--- config.mk ---
export PLATFORM = sky130hd
export DESIGN_NAME = ahps_host_port
export DESIGN_NICKNAME = d
export VERILOG_FILES = /design/src/common/ahps_pkg.sv /design/src/rtl/ahps_host_port.sv
export VERILOG_INCLUDE_DIRS = /design/src /design/src/common
export SDC_FILE = /design/constraint.sdc
export NUM_CORES = 1
export LEC_CHECK = 0
export ABC_AREA = 1
export ABC_CLOCK_PERIOD_IN_PS = 2300
export BUFFER_PORTS_ARGS = -buffer_cell sky130_fd_sc_hd__buf_4
export CORE_MARGIN = 5
export CORE_UTILIZATION = 45
export CTS_BUF_LIST = sky130_fd_sc_hd__clkbuf_16
export CTS_CLUSTER_SIZE = 12
export DETAILED_ROUTE_END_ITERATION = 10
export GPL_TIMING_DRIVEN = 0
export PLACE_DENSITY_LB_ADDON = 0.05
export SLEW_MARGIN = 20
export SYNTH_ARGS = -nofsm -noshare
export SYNTH_HDL_FRONTEND = slang
export SYNTH_SLANG_ARGS = --single-unit
--- constraint.sdc ---
create_clock -name ref_clk -period 2.3 [get_ports ref_clk]
set_input_delay 0.115 -clock ref_clk [delete_from_list [all_inputs] [get_ports ref_clk]]
set_output_delay 0.115 -clock ref_clk [all_outputs]
set_load 0.05 [all_outputs]
--- src/common/ahps_defines.svh ---
`ifndef AHPS_DEFINES_SVH
`define AHPS_DEFINES_SVH

`define AHPS_DATA_W 10
`define AHPS_FLAG_MODE_POS 9
`define AHPS_POWER_DOWN_POS 8
`define AHPS_HALF_SCALE_POS 7
`define AHPS_DUAL_SAMPLE_POS 6
`define AHPS_CHAN_B_LSB 3
`define AHPS_CHAN_A_LSB 0
`define AHPS_CTRL_RESET 10'h000
`define AHPS_RESULT_RESET 10'h000
`define AHPS_SIGN_FLIP 10'h200
`define AHPS_ACQ_CYCLES 4

`endif

--- src/common/ahps_pkg.sv ---
`include "ahps_defines.svh"
package ahps_pkg;

  // field order matches the bit layout of the control word
  typedef struct packed {
    logic flag_mode_bit;
    logic power_down;
    logic half_scale;
    logic dual_sample_bit;
    logic [2:0] chan_b;
    logic [2:0] chan_a;
  } ahps_ctrl_t;

  // request to the analog converter
  typedef struct packed {
    logic hold;
    logic start;
    logic half_scale;
    logic power_down;
    logic [2:0] chan;
  } ahps_conv_t;

  typedef enum logic [2:0] {
    AHPS_IDLE,
    AHPS_ACQ,
    AHPS_CONV_A,
    AHPS_WAIT_A,
    AHPS_CONV_B,
    AHPS_WAIT_B
  } ahps_state_t;

endpackage : ahps_pkg

--- src/rtl/ahps_host_port.sv ---
`timescale 1ns/1ps
`default_nettype none
`include "ahps_defines.svh"

module ahps_host_port #(
  parameter int ACQ_CYCLES = `AHPS_ACQ_CYCLES
) (
  input wire logic ref_clk,
  input wire logic rst,
  input wire logic sel_n,
  input wire logic wr_n,
  input wire logic rd_n,
  input wire logic [`AHPS_DATA_W-1:0] shared_data_lines_in,
  output logic [`AHPS_DATA_W-1:0] shared_data_lines_out,
  output logic shared_data_lines_oe,
  output logic status_n,
  output ahps_pkg::ahps_conv_t conv_req,
  input wire logic conv_done,
  input wire logic [`AHPS_DATA_W-1:0] conv_code
);

  // pin synchronisers; stage one is read only by stage two
  // data rides the same two stages as the strobes, so the word taken at a write's
  // rising edge is the one that stood on the pins at that edge
  logic [2:0] strb_s1;
  logic [2:0] strb_s2;
  logic [2:0] strb_s3;
  logic [`AHPS_DATA_W-1:0] data_s1;
  logic [`AHPS_DATA_W-1:0] data_s2;

  always_ff @(posedge ref_clk) begin
    if (rst) begin
      // idle-high after reset, so release never shows a false strobe edge
      strb_s1 <= 3'h7;
      strb_s2 <= 3'h7;
      strb_s3 <= 3'h7;
      data_s1 <= `AHPS_CTRL_RESET;
      data_s2 <= `AHPS_CTRL_RESET;
    end else begin
      strb_s1 <= {sel_n, wr_n, rd_n};
      strb_s2 <= strb_s1;
      strb_s3 <= strb_s2;
      data_s1 <= shared_data_lines_in;
      data_s2 <= data_s1;
    end
  end

  logic sel_lo;
  logic wr_rise;
  logic wr_fall;
  logic rd_fall;
  logic rd_lo;

  // select qualifies every strobe
  // edges compare stage two with stage three, two cycles after the pin moves
  assign sel_lo = ~strb_s2[2];
  assign wr_rise = sel_lo & strb_s2[1] & ~strb_s3[1];
  assign wr_fall = sel_lo & ~strb_s2[1] & strb_s3[1];
  assign rd_fall = sel_lo & ~strb_s2[0] & strb_s3[0];
  assign rd_lo = sel_lo & ~strb_s2[0];

  // offset-binary converter code to two's complement: midpoint 200 becomes 000,
  // top 3ff becomes 1ff, bottom 000 becomes 200
  function automatic logic [`AHPS_DATA_W-1:0] to_twos(input logic [`AHPS_DATA_W-1:0] code);
    to_twos = code ^ `AHPS_SIGN_FLIP;
  endfunction : to_twos

  ahps_pkg::ahps_ctrl_t ctrl;
  ahps_pkg::ahps_ctrl_t next_ctrl;
  ahps_pkg::ahps_state_t state;
  ahps_pkg::ahps_state_t next_state;
  logic [7:0] acq_cnt;
  logic [7:0] next_acq_cnt;
  logic [`AHPS_DATA_W-1:0] first_result_reg;
  logic [`AHPS_DATA_W-1:0] next_first_result_reg;
  logic [`AHPS_DATA_W-1:0] second_result_reg;
  logic [`AHPS_DATA_W-1:0] next_second_result_reg;
  logic rd_ptr;
  logic next_rd_ptr;
  logic done_flag;
  logic next_done_flag;
  logic next_status_n;
  logic [`AHPS_DATA_W-1:0] next_data_out;
  logic next_oe;
  ahps_pkg::ahps_conv_t next_conv_req;
  logic finish;

  always_comb begin
    next_ctrl = ctrl;
    next_state = state;
    next_acq_cnt = acq_cnt;
    next_first_result_reg = first_result_reg;
    next_second_result_reg = second_result_reg;
    next_rd_ptr = rd_ptr;
    next_done_flag = done_flag;
    next_conv_req = conv_req;
    next_conv_req.start = 1'b0;
    finish = 1'b0;

    unique case (state)
      ahps_pkg::AHPS_IDLE: begin
        // the last request stays put, so hold and channel do not wander between conversions
      end
      ahps_pkg::AHPS_ACQ: begin
        // acquisition counted in ref_clk cycles; the converter's own clock is not modelled
        next_conv_req.hold = 1'b0;
        if (acq_cnt == 8'(ACQ_CYCLES - 1)) begin
          next_conv_req.hold = 1'b1;
          next_conv_req.start = 1'b1;
          next_state = ahps_pkg::AHPS_WAIT_A;
        end else begin
          next_acq_cnt = acq_cnt + 8'h01;
        end
      end
      ahps_pkg::AHPS_CONV_A: begin
        next_state = ahps_pkg::AHPS_WAIT_A;
      end
      ahps_pkg::AHPS_WAIT_A: begin
        // the converter's code is trusted only in the cycle conv_done stands
        if (conv_done) begin
          next_first_result_reg = to_twos(conv_code);
          if (ctrl.dual_sample_bit) begin
            // status untouched here; second channel starts at once
            next_conv_req.chan = ctrl.chan_b;
            next_state = ahps_pkg::AHPS_CONV_B;
          end else begin
            finish = 1'b1;
          end
        end
      end
      ahps_pkg::AHPS_CONV_B: begin
        next_conv_req.start = 1'b1;
        next_state = ahps_pkg::AHPS_WAIT_B;
      end
      ahps_pkg::AHPS_WAIT_B: begin
        if (conv_done) begin
          next_second_result_reg = to_twos(conv_code);
          finish = 1'b1;
        end
      end
      default: begin
        // codes outside the enum only after an upset; park in idle
        next_state = ahps_pkg::AHPS_IDLE;
      end
    endcase

    // a completion beats a falling strobe's clear in the same cycle; a write's rising edge still clears its flag
    if (finish) begin
      next_state = ahps_pkg::AHPS_IDLE;
      next_conv_req.hold = 1'b0;
      next_done_flag = 1'b1;
    end else if (wr_fall || rd_fall) begin
      next_done_flag = 1'b0;
    end

    if (rd_fall) begin
      // results alternate first, second while dual sampling
      next_rd_ptr = ctrl.dual_sample_bit ? ~rd_ptr : 1'b0;
    end

    if (wr_rise) begin
      // a write mid-conversion abandons it and, unless it sets power_down, starts again from acquisition
      next_ctrl = ahps_pkg::ahps_ctrl_t'(data_s2);
      next_rd_ptr = 1'b0;
      next_done_flag = 1'b0;
      next_acq_cnt = 8'h00;
      next_conv_req.hold = 1'b0;
      next_conv_req.start = 1'b0;
      next_conv_req.chan = next_ctrl.chan_a;
      next_conv_req.half_scale = next_ctrl.half_scale;
      next_conv_req.power_down = next_ctrl.power_down;
      // power-down aborts any conversion and starts none
      next_state = next_ctrl.power_down ? ahps_pkg::AHPS_IDLE : ahps_pkg::AHPS_ACQ;
    end

    // busy low while converting, or interrupt low once done
    if (next_ctrl.flag_mode_bit) begin
      next_status_n = ~next_done_flag;
    end else begin
      next_status_n = (next_state == ahps_pkg::AHPS_IDLE);
    end

    // the port follows the synced strobes, so it lets go three cycles after the host
    // does; the host must leave the lines alone for that long after a read
    next_oe = rd_lo;
    // the word is latched at the read's falling edge and held, so the pointer
    // stepping on to the other result cannot change it mid-read
    next_data_out = shared_data_lines_out;
    if (rd_fall) begin
      next_data_out = rd_ptr ? second_result_reg : first_result_reg;
    end
  end

  always_ff @(posedge ref_clk) begin
    if (rst) begin
      ctrl <= ahps_pkg::ahps_ctrl_t'(`AHPS_CTRL_RESET);
      state <= ahps_pkg::AHPS_IDLE;
      acq_cnt <= 8'h00;
      first_result_reg <= `AHPS_RESULT_RESET;
      second_result_reg <= `AHPS_RESULT_RESET;
      rd_ptr <= 1'b0;
      done_flag <= 1'b0;
      status_n <= 1'b1;
      shared_data_lines_out <= `AHPS_RESULT_RESET;
      shared_data_lines_oe <= 1'b0;
      conv_req <= '0;
    end else begin
      ctrl <= next_ctrl;
      state <= next_state;
      acq_cnt <= next_acq_cnt;
      first_result_reg <= next_first_result_reg;
      second_result_reg <= next_second_result_reg;
      rd_ptr <= next_rd_ptr;
      done_flag <= next_done_flag;
      status_n <= next_status_n;
      shared_data_lines_out <= next_data_out;
      shared_data_lines_oe <= next_oe;
      conv_req <= next_conv_req;
    end
  end

endmodule : ahps_host_port
`default_nettype wire
==> results.json, run 1 <==
{
  "chipHeight_um": 93.7,
  "hold_viol": 0,
  "final_number_of_setup_violating_endpoints": 0,
  "syn_area_mm2": 0.00315,
  "critical_path_class": "reg2reg",
  "timing.setup.tns_ps": 0,
  "drc_viols": 0,
  "grt_pass1_wl_um": 11000,
  "power_density_mw_per_mm2": 757,
  "multi_input_comb_area_mm2": 0.00118,
  "drv_slew": 0,
  "rsz0062_at_grt": "false",
  "switching_share_pct": 23.5,
  "die_width_um": 93.7,
  "vdd_ir_drop_max_v": 0.000490,
  "dr_total_vias": 2586,
  "routabilityCongestion": 0.797,
  "numPlacedInstances": 536,
  "place.detailed.hpwl_um": 4450,
  "distinct_cell_type_count_of_the_synthesized_netlist": 30,
  "net_count_of_the_finished_layout": 492,
  "filler_cell_count": 617,
  "dr.pass1.iters": 4,
  "ant_nets": 0,
  "power.clock.fraction_pct": 46.4,
  "combinationalPowerShare_pct": 4.3,
  "detailedRoute.firstIterationViolations": 116,
  "ys_ff_latch": 85,
  "cts-htree-levels": 3,
  "detail_route.vias_per_cell": 4.57,
  "maximum_fanout_encountered_on_the_critical_timing_path": 5,
  "design.portCount": 45,
  "synth_fp_nets": 424,
  "period_share_pct": 54.0,
  "outcome": "finished, final reports clean",
  "postSynthCellCount": 397,
  "drv_cap": 0,
  "wl_per_cell_um": 11.3,
  "fp.dieArea_mm2": 0.00877,
  "cts_buffers": 9,
  "cp.required_ps": 2570,
  "antenna_violations_before_repair": 0,
  "synth-main-ff-cell": "sky130_fd_sc_hd__dfxtp_1",
  "clock_path_buffers": 2,
  "timing.hold.worst.class": "in2reg",
  "finalClockSkew_ps": 7.68,
  "synth-edff-count": 0,
  "insertion_delay_ps": 330,
  "clk_pin_slew_worst_paths_ps": 70,
  "grtUsageTotal_pct": 15.9,
  "max_freq_mhz": 805,
  "worstSetupEndpointType": "register",
  "final_period_minus_worst_setup_slack_ps": 1240,
  "async_flop_share_pct": 0,
  "wirelength_um": 6390,
  "core_area_mm2": 0.00679,
  "synth_area_per_cell_um2": 7.93,
  "overflow": 0,
  "synth.area.top_cells": "sky130_fd_sc_hd__dfxtp_1, sky130_fd_sc_hd__nand2_1, sky130_fd_sc_hd__nor2_1, sky130_fd_sc_hd__o21ai_0, sky130_fd_sc_hd__inv_1",
  "grt_pass1_vias": 2394,
  "area.growth.synth_to_final_pct": 28.1,
  "finalHoldWorstSlack_ps": 10.0,
  "netlist.top_cell.by_area": "sky130_fd_sc_hd__dfxtp_1",
  "net-switching-power_mw": 0.719,
  "row_count": 30,
  "ys.warnings.count": 0,
  "post-synth-top-area-fraction_pct": 54.0,
  "reg_area_mm2": 0.00170,
  "initial_core_util_pct": 46.4,
  "maxSlewHeadroom_pct": 65.2,
  "antenna_cells": 0,
  "post-route-util_pct": 59.4,
  "internal_power_mw": 2.33,
  "clock_sinks": 85,
  "p_leak_nw": 1.80,
  "clock-root-buffer": "sky130_fd_sc_hd__clkbuf_16",
  "register_area_share_after_synthesis_pct": 54.0,
  "crit_arrival_ps": 1510,
  "buffers_added_on_ports": 43,
  "grt_start_max_net_pins": 19,
  "cts_tree": "done",
  "timing_worst_slew_pin_value_ps": 523,
  "cts_repair_resize_count": 0,
  "post_route_cells_drive_above_1_share_pct": 20.9,
  "sequentialPowerShare_pct": 49.3,
  "cp-start-kind": "register",
  "number_of_non_filler_instances_in_the_completed_layout": 566
}
-- cell usage after synthesis, types with 2 or more instances --
master / count
sky130_fd_sc_hd__inv_2: 8
sky130_fd_sc_hd__nor2_1: 67
sky130_fd_sc_hd__o21ai_1: 4
sky130_fd_sc_hd__xor2_1: 4
sky130_fd_sc_hd__clkbuf_1: 5
sky130_fd_sc_hd__o21ai_0: 31
sky130_fd_sc_hd__nand4_1: 2
sky130_fd_sc_hd__nand3_1: 15
sky130_fd_sc_hd__a21oi_1: 18
sky130_fd_sc_hd__nor2_4: 2
sky130_fd_sc_hd__a31oi_1: 13
sky130_fd_sc_hd__or2_2: 7
sky130_fd_sc_hd__inv_1: 40
sky130_fd_sc_hd__dfxtp_1: 85
sky130_fd_sc_hd__nand2_1: 69
sky130_fd_sc_hd__nand2_2: 4
sky130_fd_sc_hd__nor2_2: 2
sky130_fd_sc_hd__buf_2: 5
sky130_fd_sc_hd__buf_4: 5
-- critical path, cell delays in order, from the launching register on --
cell	delay, ps
sky130_fd_sc_hd__dfxtp_1	380
sky130_fd_sc_hd__ha_1	280
sky130_fd_sc_hd__nand2_1	90
sky130_fd_sc_hd__nor3_1	130
sky130_fd_sc_hd__nand2_1	90
sky130_fd_sc_hd__nand2_1	70
sky130_fd_sc_hd__nand3_1	60
sky130_fd_sc_hd__nor2_1	80
-- cell type report --
class | count | area share (%)
Sequential cell | 85 | 42.2
Multi-Input combinational cell | 247 | 29.2
Timing Repair Buffer | 57 | 11.5
Clock buffer | 9 | 5.58
Inverter | 48 | 4.47
Tap cell | 96 | 2.98
Buffer | 17 | 2.23
Clock inverter | 7 | 1.89
-- stage by stage --
step	instance area (µm²)	setup slack (ps)	power, mW
after floorplan	3150	1210	1.60
after global placement	3590	1060	1.65
after detailed placement	3590	1060	1.65
after CTS	4030	1040	3.09
after global routing	4030	917	3.18
final	4030	1060	3.05
-- what timing repair did --
action,in CTS,in global routing
hold buffers,14,0
buffers inserted,0,0
endpoints found under the hold margin,15,0
-- layout by cell type, fill, tap and decap left out, types with 2 or more instances in the layout --
| cell | netlist | routed |
|---|---|---|
| sky130_fd_sc_hd__buf_2 | 5 | 5 |
| sky130_fd_sc_hd__nor2_4 | 2 | 2 |
| sky130_fd_sc_hd__buf_4 | 5 | 48 |
| sky130_fd_sc_hd__clkbuf_1 | 5 | 5 |
| sky130_fd_sc_hd__or2_2 | 7 | 7 |
| sky130_fd_sc_hd__nor2_2 | 2 | 2 |
| sky130_fd_sc_hd__o21ai_0 | 31 | 31 |
| sky130_fd_sc_hd__nand2_1 | 69 | 69 |
| sky130_fd_sc_hd__a21oi_1 | 18 | 18 |
| sky130_fd_sc_hd__dfxtp_1 | 85 | 85 |
| sky130_fd_sc_hd__nor2_1 | 67 | 67 |
| sky130_fd_sc_hd__inv_8 | 0 | 3 |
| sky130_fd_sc_hd__clkinv_4 | 0 | 2 |
| sky130_fd_sc_hd__nand3_1 | 15 | 15 |
| sky130_fd_sc_hd__inv_1 | 40 | 40 |
| sky130_fd_sc_hd__inv_2 | 8 | 8 |
| sky130_fd_sc_hd__a31oi_1 | 13 | 13 |
| sky130_fd_sc_hd__o21ai_1 | 4 | 4 |
| sky130_fd_sc_hd__nand2_2 | 4 | 4 |
| sky130_fd_sc_hd__nand4_1 | 2 | 2 |
| sky130_fd_sc_hd__dlygate4sd3_1 | 0 | 14 |
| sky130_fd_sc_hd__xor2_1 | 4 | 4 |
| sky130_fd_sc_hd__clkbuf_16 | 0 | 9 |
-- routing by layer --
layer / routed length, µm / GRT usage [%] / vias to the layer above
met3: 323 / 5.13 / 4
met1: 2900 / 19.5 / 1141
li1: - / - / 1393
met5: 0 / 0 / -
met2: 3120 / 26.8 / 48
met4: 40 / 4.33 / 0
-- worst paths after layout --
check                                   from             endpoint  slack [ps]  depth (start not counted)
worst min register to register    data_s1[4]           data_s2[4]         400                          2
worst min-delay path            conv_code[2]  first_result_reg[2]          10                          3
worst max-delay path              acq_cnt[0]             state[1]        1060                          7
worst max register to register    acq_cnt[0]             state[1]        1060                          7
-- cell families after synthesis --
group,count (synthesis),synth area share [%]
XOR/XNOR,4,1.11
buffers and inverters,65,8.58
AO/OA/AOI/OAI,69,11.8
AND/OR/NAND/NOR,173,24.1
adder cells (fa/ha/maj),1,0.397
flip-flops,85,54.0
-- power by group through the flow --
stage          Combinational (mW)  Sequential (mW)  Clock (mW)
2_1_floorplan              0.0485             1.55           0
3_3_place_gp                0.113             1.54           0
3_5_place_dp                0.113             1.54           0
4_1_cts                     0.132             1.51        1.46
5_1_grt                     0.147             1.51        1.53
6_report                    0.131             1.51        1.42
(Power assumes the default switching activity.)
==> inputs of run 2 (changes only) <==
--- a/config.mk
+++ b/config.mk
@@ -7,7 +7,7 @@
 export NUM_CORES = 1
 export LEC_CHECK = 0
 export ABC_AREA = 1
-export ABC_CLOCK_PERIOD_IN_PS = 2300
+export ABC_CLOCK_PERIOD_IN_PS = 1300
 export BUFFER_PORTS_ARGS = -buffer_cell sky130_fd_sc_hd__buf_4
 export CORE_MARGIN = 5
 export CORE_UTILIZATION = 45
==> constraint.sdc (replaced) <==
create_clock -name ref_clk -period 1.3 [get_ports ref_clk]
set_input_delay 0.065 -clock ref_clk [delete_from_list [all_inputs] [get_ports ref_clk]]
set_output_delay 0.065 -clock ref_clk [all_outputs]
set_load 0.05 [all_outputs]
==> run 2 against run 1 <==
Compared with the run above:
- global-route usage is 0.32 points higher
- final cell count up 1.4%
- wire length rose by 0.99%
- cell area increased by 2.8%
- maximum frequency rose by 4.2%
- clock power grew 77%
- setup slack worse by 950 ps
- sequential cell count is the same
- hold slack improved by 22 ps
- largest cell class unchanged
- largest power group unchanged
==> results.json, run 2 (synthesis results as in run 1) <==
{
  "delay_of_the_slowest_cell_on_the_worst_path_ps": 300,
  "fp.dieArea_mm2": 0.00877,
  "row_count": 30,
  "place.detailed.hpwl_um": 4450,
  "insertion_delay_ps": 340,
  "hold_viol": 0,
  "dr_total_vias": 2601,
  "outcome": "finished, final reports clean",
  "overflow": 0,
  "hold_start": "rst",
  "maximum_fanout_encountered_on_the_critical_timing_path": 10,
  "grt_start_max_net_pins": 19,
  "routabilityCongestion": 0.797,
  "power_density_mw_per_mm2": 1310,
  "antenna_cells": 0,
  "buffers_added_on_ports": 43,
  "cts_buffers": 9,
  "wirelength_um": 6450,
  "clock_path_buffers": 2,
  "die_width_um": 93.7,
  "grt_pass1_vias": 2444,
  "dr.pass1.iters": 4,
  "antenna_violations_before_repair": 0,
  "core_area_mm2": 0.00679,
  "worstHoldPathCells": 2,
  "mostFrequentLayoutCells": "sky130_fd_sc_hd__dfxtp_1, sky130_fd_sc_hd__nand2_1, sky130_fd_sc_hd__nor2_1",
  "period_share_pct": 91.6,
  "timing.setup.tns_ps": 0,
  "r2r_setup_slack_ps": 110,
  "regToRegEndpoint": "shared_data_lines_out[0]",
  "detailedRoute.firstIterationViolations": 108,
  "post_route_cells_drive_above_1_share_pct": 21.5,
  "ant_nets": 0,
  "crit_slowest_cell": "sky130_fd_sc_hd__dfxtp_1",
  "crit_chain": "inv_1, nand3_1, inv_1, buf_2, o21ai_0, a31oi_1",
  "clock_sinks": 85,
  "chipHeight_um": 93.7,
  "wl_per_cell_um": 11.2,
  "timing.critical_path.mode_cell": "sky130_fd_sc_hd__inv_1",
  "layout_commonest_cell": "sky130_fd_sc_hd__dfxtp_1",
  "initial_core_util_pct": 46.4,
  "area.growth.synth_to_final_pct": 31.7,
  "net_count_of_the_finished_layout": 500,
  "vdd_ir_drop_max_v": 0.000873,
  "max_freq_mhz": 839,
  "r2r.worst_path.cells": 6,
  "worstSetupEndpointType": "register",
  "worst_hold_path.endpoint": "strb_s2[0]",
  "cp.required_ps": 1560,
  "cts_tree": "done",
  "critical_path_class": "reg2reg",
  "finalPower_mw": 5.43,
  "crit_arrival_ps": 1450,
  "timing_worst_slew_pin_value_ps": 492,
  "drc_viols": 0,
  "clock-root-buffer": "sky130_fd_sc_hd__clkbuf_16",
  "filler_cell_count": 604,
  "r2r_start": "strb_s2[0]",
  "p_leak_nw": 1.85,
  "final_period_minus_worst_setup_slack_ps": 1190,
  "grtUsageTotal_pct": 16.2,
  "maxSlewHeadroom_pct": 67.2,
  "drv_slew": 0,
  "rsz0062_at_grt": "false",
  "post_cts.repair.setup_buffers": 0,
  "final_number_of_setup_violating_endpoints": 0,
  "drv_cap": 0,
  "design.portCount": 45,
  "grt_pass1_wl_um": 11200,
  "clk_pin_slew_worst_paths_ps": 70,
  "cts-htree-levels": 3,
  "detail_route.vias_per_cell": 4.53,
  "timing.hold.worst.class": "in2reg",
  "cp-start-kind": "register",
  "finalClockSkew_ps": 8.57
}
## run 2: layout make-up
cell class                      instances  area (µm²)  area share [%]
Sequential cell                        85        1700            41.1
Timing Repair Buffer                   66         553            13.3
Clock inverter                          7        76.3            1.84
Clock buffer                            9         225            5.43
Multi-Input combinational cell        247        1200            28.8
Buffer                                 16        90.1            2.17
Inverter                               48         183            4.41
Tap cell                               96         120            2.90
## run 2: worst max path at each step
stage,from,to,slack [ps],cells after the start
after floorplan,acq_cnt[0],state[1],210,7
after global placement,acq_cnt[0],state[1],60,7
after detailed placement,acq_cnt[0],state[1],60,7
after CTS,acq_cnt[0],state[1],40,7
after global routing,acq_cnt[0],state[1],4,7
final,strb_s2[0],shared_data_lines_out[0],110,6
## run 2: power breakdown
| group | leakage (nW) | total, mW | internal (mW) | switching [mW] |
|---|---|---|---|---|
| Sequential | 0.691 | 2.66 | 2.65 | 0.0144 |
| Clock | 0.149 | 2.52 | 1.36 | 1.15 |
| Combinational | 1.01 | 0.254 | 0.133 | 0.121 |
## run 2: metrics by stage
stage / hold slack [ps] / cell area [µm²] / std cells / setup slack [ps] / util, %
after floorplan: 155 / 3150 / 397 / 211 / -
after global routing: 44.7 / 4150 / 574 / 4.40 / 61.0
after CTS: 29.4 / 4120 / 575 / 35.7 / 60.7
after global placement: 250 / 3590 / 536 / 64.9 / 52.9
final: 32.3 / 4150 / 574 / 109 / 61.0
after detailed placement: 252 / 3590 / 536 / 59.3 / 52.9
## run 2: worst max-delay path: cells and delay by family (launching register included)
| kind | cells | cell delay, ps |
|---|---|---|
| AOI/OAI and AO/OA | 2 | 270 |
| buffers and inverters | 3 | 390 |
| DFF | 1 | 300 |
| and+or+nand+nor | 1 | 150 |
## run 2: repair_timing
item                                    CTS  global route
endpoints found under the hold margin    33             0
gates resized for setup                   0             9
endpoints found under the setup margin    0            12
hold buffers                             23             0
## run 2: layer usage
| metal | track usage (%) | part of all wire [%] | vias up |
|---|---|---|---|
| li1 | - | - | 1411 |
| met1 | 19.6 | 45 | 1136 |
| met2 | 27.8 | 49 | 48 |
| met3 | 5.13 | 5.0 | 6 |
| met4 | 4.33 | 0.67 | 0 |
| met5 | 0 | 0 | - |
==> inputs of run 3 (changes only) <==
--- a/config.mk
+++ b/config.mk
@@ -7,7 +7,7 @@
 export NUM_CORES = 1
 export LEC_CHECK = 0
 export ABC_AREA = 1
-export ABC_CLOCK_PERIOD_IN_PS = 1300
+export ABC_CLOCK_PERIOD_IN_PS = 1100
 export BUFFER_PORTS_ARGS = -buffer_cell sky130_fd_sc_hd__buf_4
 export CORE_MARGIN = 5
 export CORE_UTILIZATION = 45
==> constraint.sdc (replaced) <==
create_clock -name ref_clk -period 1.1 [get_ports ref_clk]
set_input_delay 0.055 -clock ref_clk [delete_from_list [all_inputs] [get_ports ref_clk]]
set_output_delay 0.055 -clock ref_clk [all_outputs]
set_load 0.05 [all_outputs]
==> run 3 against run 2 <==
Compared with the run above:
- the flow now finishes with violations (negative setup slack)
- count of clock-buffer cells in the layout did not move
- sequential cell count is the same
- clock power up 18%
- critical path depth grew 1
- cell area up 7.7%
- combinational power grew 23%
- global-route usage is 0.54 points higher
- register-to-register slack got worse by 140 ps
- non-clock buffer count grew 15
- sequential share of layout area is 2.4 points lower
- largest power group unchanged
==> results.json, run 3 (synthesis results as in run 1) <==
{
  "detail_route.vias_per_cell": 4.63,
  "clock_path_buffers": 2,
  "overflow": 0,
  "drv_cap": 0,
  "crit_chain": "inv_4, nand2_4, nor2_4, buf_4, buf_6, o21ai_0, nor2_1",
  "dr.pass1.iters": 5,
  "dr_total_vias": 2726,
  "insertion_delay_ps": 330,
  "vdd_ir_drop_max_v": 0.00103,
  "period_share_pct": 103,
  "max_freq_mhz": 884,
  "grt_pass1_vias": 2537,
  "multi_input_comb_area_mm2": 0.00131,
  "timing_worst_slew_pin_value_ps": 448,
  "place.detailed.hpwl_um": 4450,
  "fp.dieArea_mm2": 0.00877,
  "filler_cell_count": 575,
  "cp-start-kind": "register",
  "critical_path_class": "reg2reg",
  "violations": "negative setup slack",
  "ant_nets": 0,
  "crit_arrival_ps": 1360,
  "grt_start_max_net_pins": 19,
  "area.growth.synth_to_final_pct": 41.8,
  "hold_viol": 0,
  "reg_area_mm2": 0.00173,
  "wl_per_cell_um": 11.8,
  "timing.hold.worst.class": "in2reg",
  "power_density_mw_per_mm2": 1440,
  "cp.required_ps": 1330,
  "design.portCount": 45,
  "drv_slew": 0,
  "wirelength_um": 6930,
  "initial_core_util_pct": 46.4,
  "drc_viols": 0,
  "post_route_cells_drive_above_1_share_pct": 31.2,
  "r2r_start": "state[1]",
  "finalClockSkew_ps": 6.86,
  "buffers_added_on_ports": 43,
  "crit_slowest_cell": "sky130_fd_sc_hd__dfxtp_2",
  "worst_hold_path.endpoint": "strb_s2[0]",
  "clock_sinks": 85,
  "antenna_violations_before_repair": 0,
  "antenna_cells": 0,
  "maxSlewHeadroom_pct": 70.1,
  "worstHoldPathCells": 2,
  "regToRegEndpoint": "second_result_reg[7]",
  "routabilityCongestion": 0.797,
  "row_count": 30,
  "hold_start": "rst",
  "rsz0062_at_grt": "true",
  "final_period_minus_worst_setup_slack_ps": 1130,
  "maximum_fanout_encountered_on_the_critical_timing_path": 5,
  "cts-htree-levels": 3,
  "post-route-worst-setup-slack_ps": -31.1,
  "detailedRoute.firstIterationViolations": 122,
  "layout_commonest_cell": "sky130_fd_sc_hd__dfxtp_1",
  "grt_pass1_wl_um": 11600,
  "r2r_setup_slack_ps": -30,
  "mostFrequentLayoutCells": "sky130_fd_sc_hd__dfxtp_1, sky130_fd_sc_hd__nor2_1, sky130_fd_sc_hd__nand2_1",
  "r2r.worst_path.cells": 7,
  "outcome": "finished with violations",
  "cts_tree": "done",
  "worstSetupEndpointType": "register",
  "core_area_mm2": 0.00679,
  "clk_pin_slew_worst_paths_ps": 70,
  "post-route-util_pct": 65.7,
  "finalHoldWorstSlack_ps": 20.0,
  "cts_buffers": 9,
  "p_leak_nw": 2.00,
  "net_count_of_the_finished_layout": 515,
  "delay_of_the_slowest_cell_on_the_worst_path_ps": 380,
  "final_number_of_setup_violating_endpoints": 10,
  "die_width_um": 93.7,
  "clock-root-buffer": "sky130_fd_sc_hd__clkbuf_16",
  "grtUsageTotal_pct": 16.8,
  "chipHeight_um": 93.7
}
-- run 3: worst max-delay path, delay by kind of cell, from the launching register on --
family                 cells  cell delay, ps
AOI/OAI and AO/OA          1             140
and+or+nand+nor            3             190
buffers and inverters      3             310
DFF                        1             380
-- run 3: layout make-up --
type	instances	area share (%)
well taps	96	2.69
clock buffers	9	5.04
flip-flops and latches	85	38.6
multi-input cells	247	29.4
repair buffers	80	15.5
plain buffers	17	2.52
clock inverters	7	1.71
inverters	48	4.48
-- run 3: what timing repair did --
action | CTS | global route
hold buffers | 23 | 0
gates resized for setup | 42 | 38
gates cloned | 1 | 1
buffers inserted | 8 | 4
pin swaps | 4 | 9
endpoints found under the setup margin | 46 | 42
endpoints found under the hold margin | 33 | 0
-- run 3: report_power, final --
group	total [mW]	internal [mW]	switching [mW]
Combinational	0.312	0.162	0.150
Sequential	3.14	3.12	0.0180
Clock	2.98	1.61	1.37
-- run 3: routing by layer --
layer	share of wire (%)	track usage, %
met1	44	19.7
met2	51	29.5
met3	4.6	5.13
met4	0.92	4.45
met5	0	0
-- run 3: worst max-delay path by stage --
| stage | start | endpoint | slack, ps | cells past startpoint |
|---|---|---|---|---|
| 2_1_floorplan | acq_cnt[0] | state[1] | 10 | 7 |
| 3_3_place_gp | acq_cnt[0] | state[1] | -140 | 7 |
| 3_5_place_dp | acq_cnt[0] | state[1] | -140 | 7 |
| 4_1_cts | strb_s2[2] | status_n | -20 | 8 |
| 5_1_grt | strb_s2[2] | status_n | -120 | 8 |
| 6_report | state[1] | second_result_reg[7] | -30 | 7 |
-- run 3: per-stage QoR --
| step | TNS [ps] | worst slack [ps] | instances | power, mW | area, µm² |
|---|---|---|---|---|---|
| finish | -134 | -31.1 | 589 | 6.43 | 4470 |
| global route | -2180 | -121 | 589 | 6.69 | 4470 |
| CTS | -36.6 | -23.3 | 584 | 6.49 | 4320 |
| detailed placement | -2170 | -141 | 536 | 3.46 | 3590 |
| global placement | -1840 | -135 | 536 | 3.45 | 3590 |
| floorplan | 0 | 10.8 | 397 | 3.34 | 3150 |
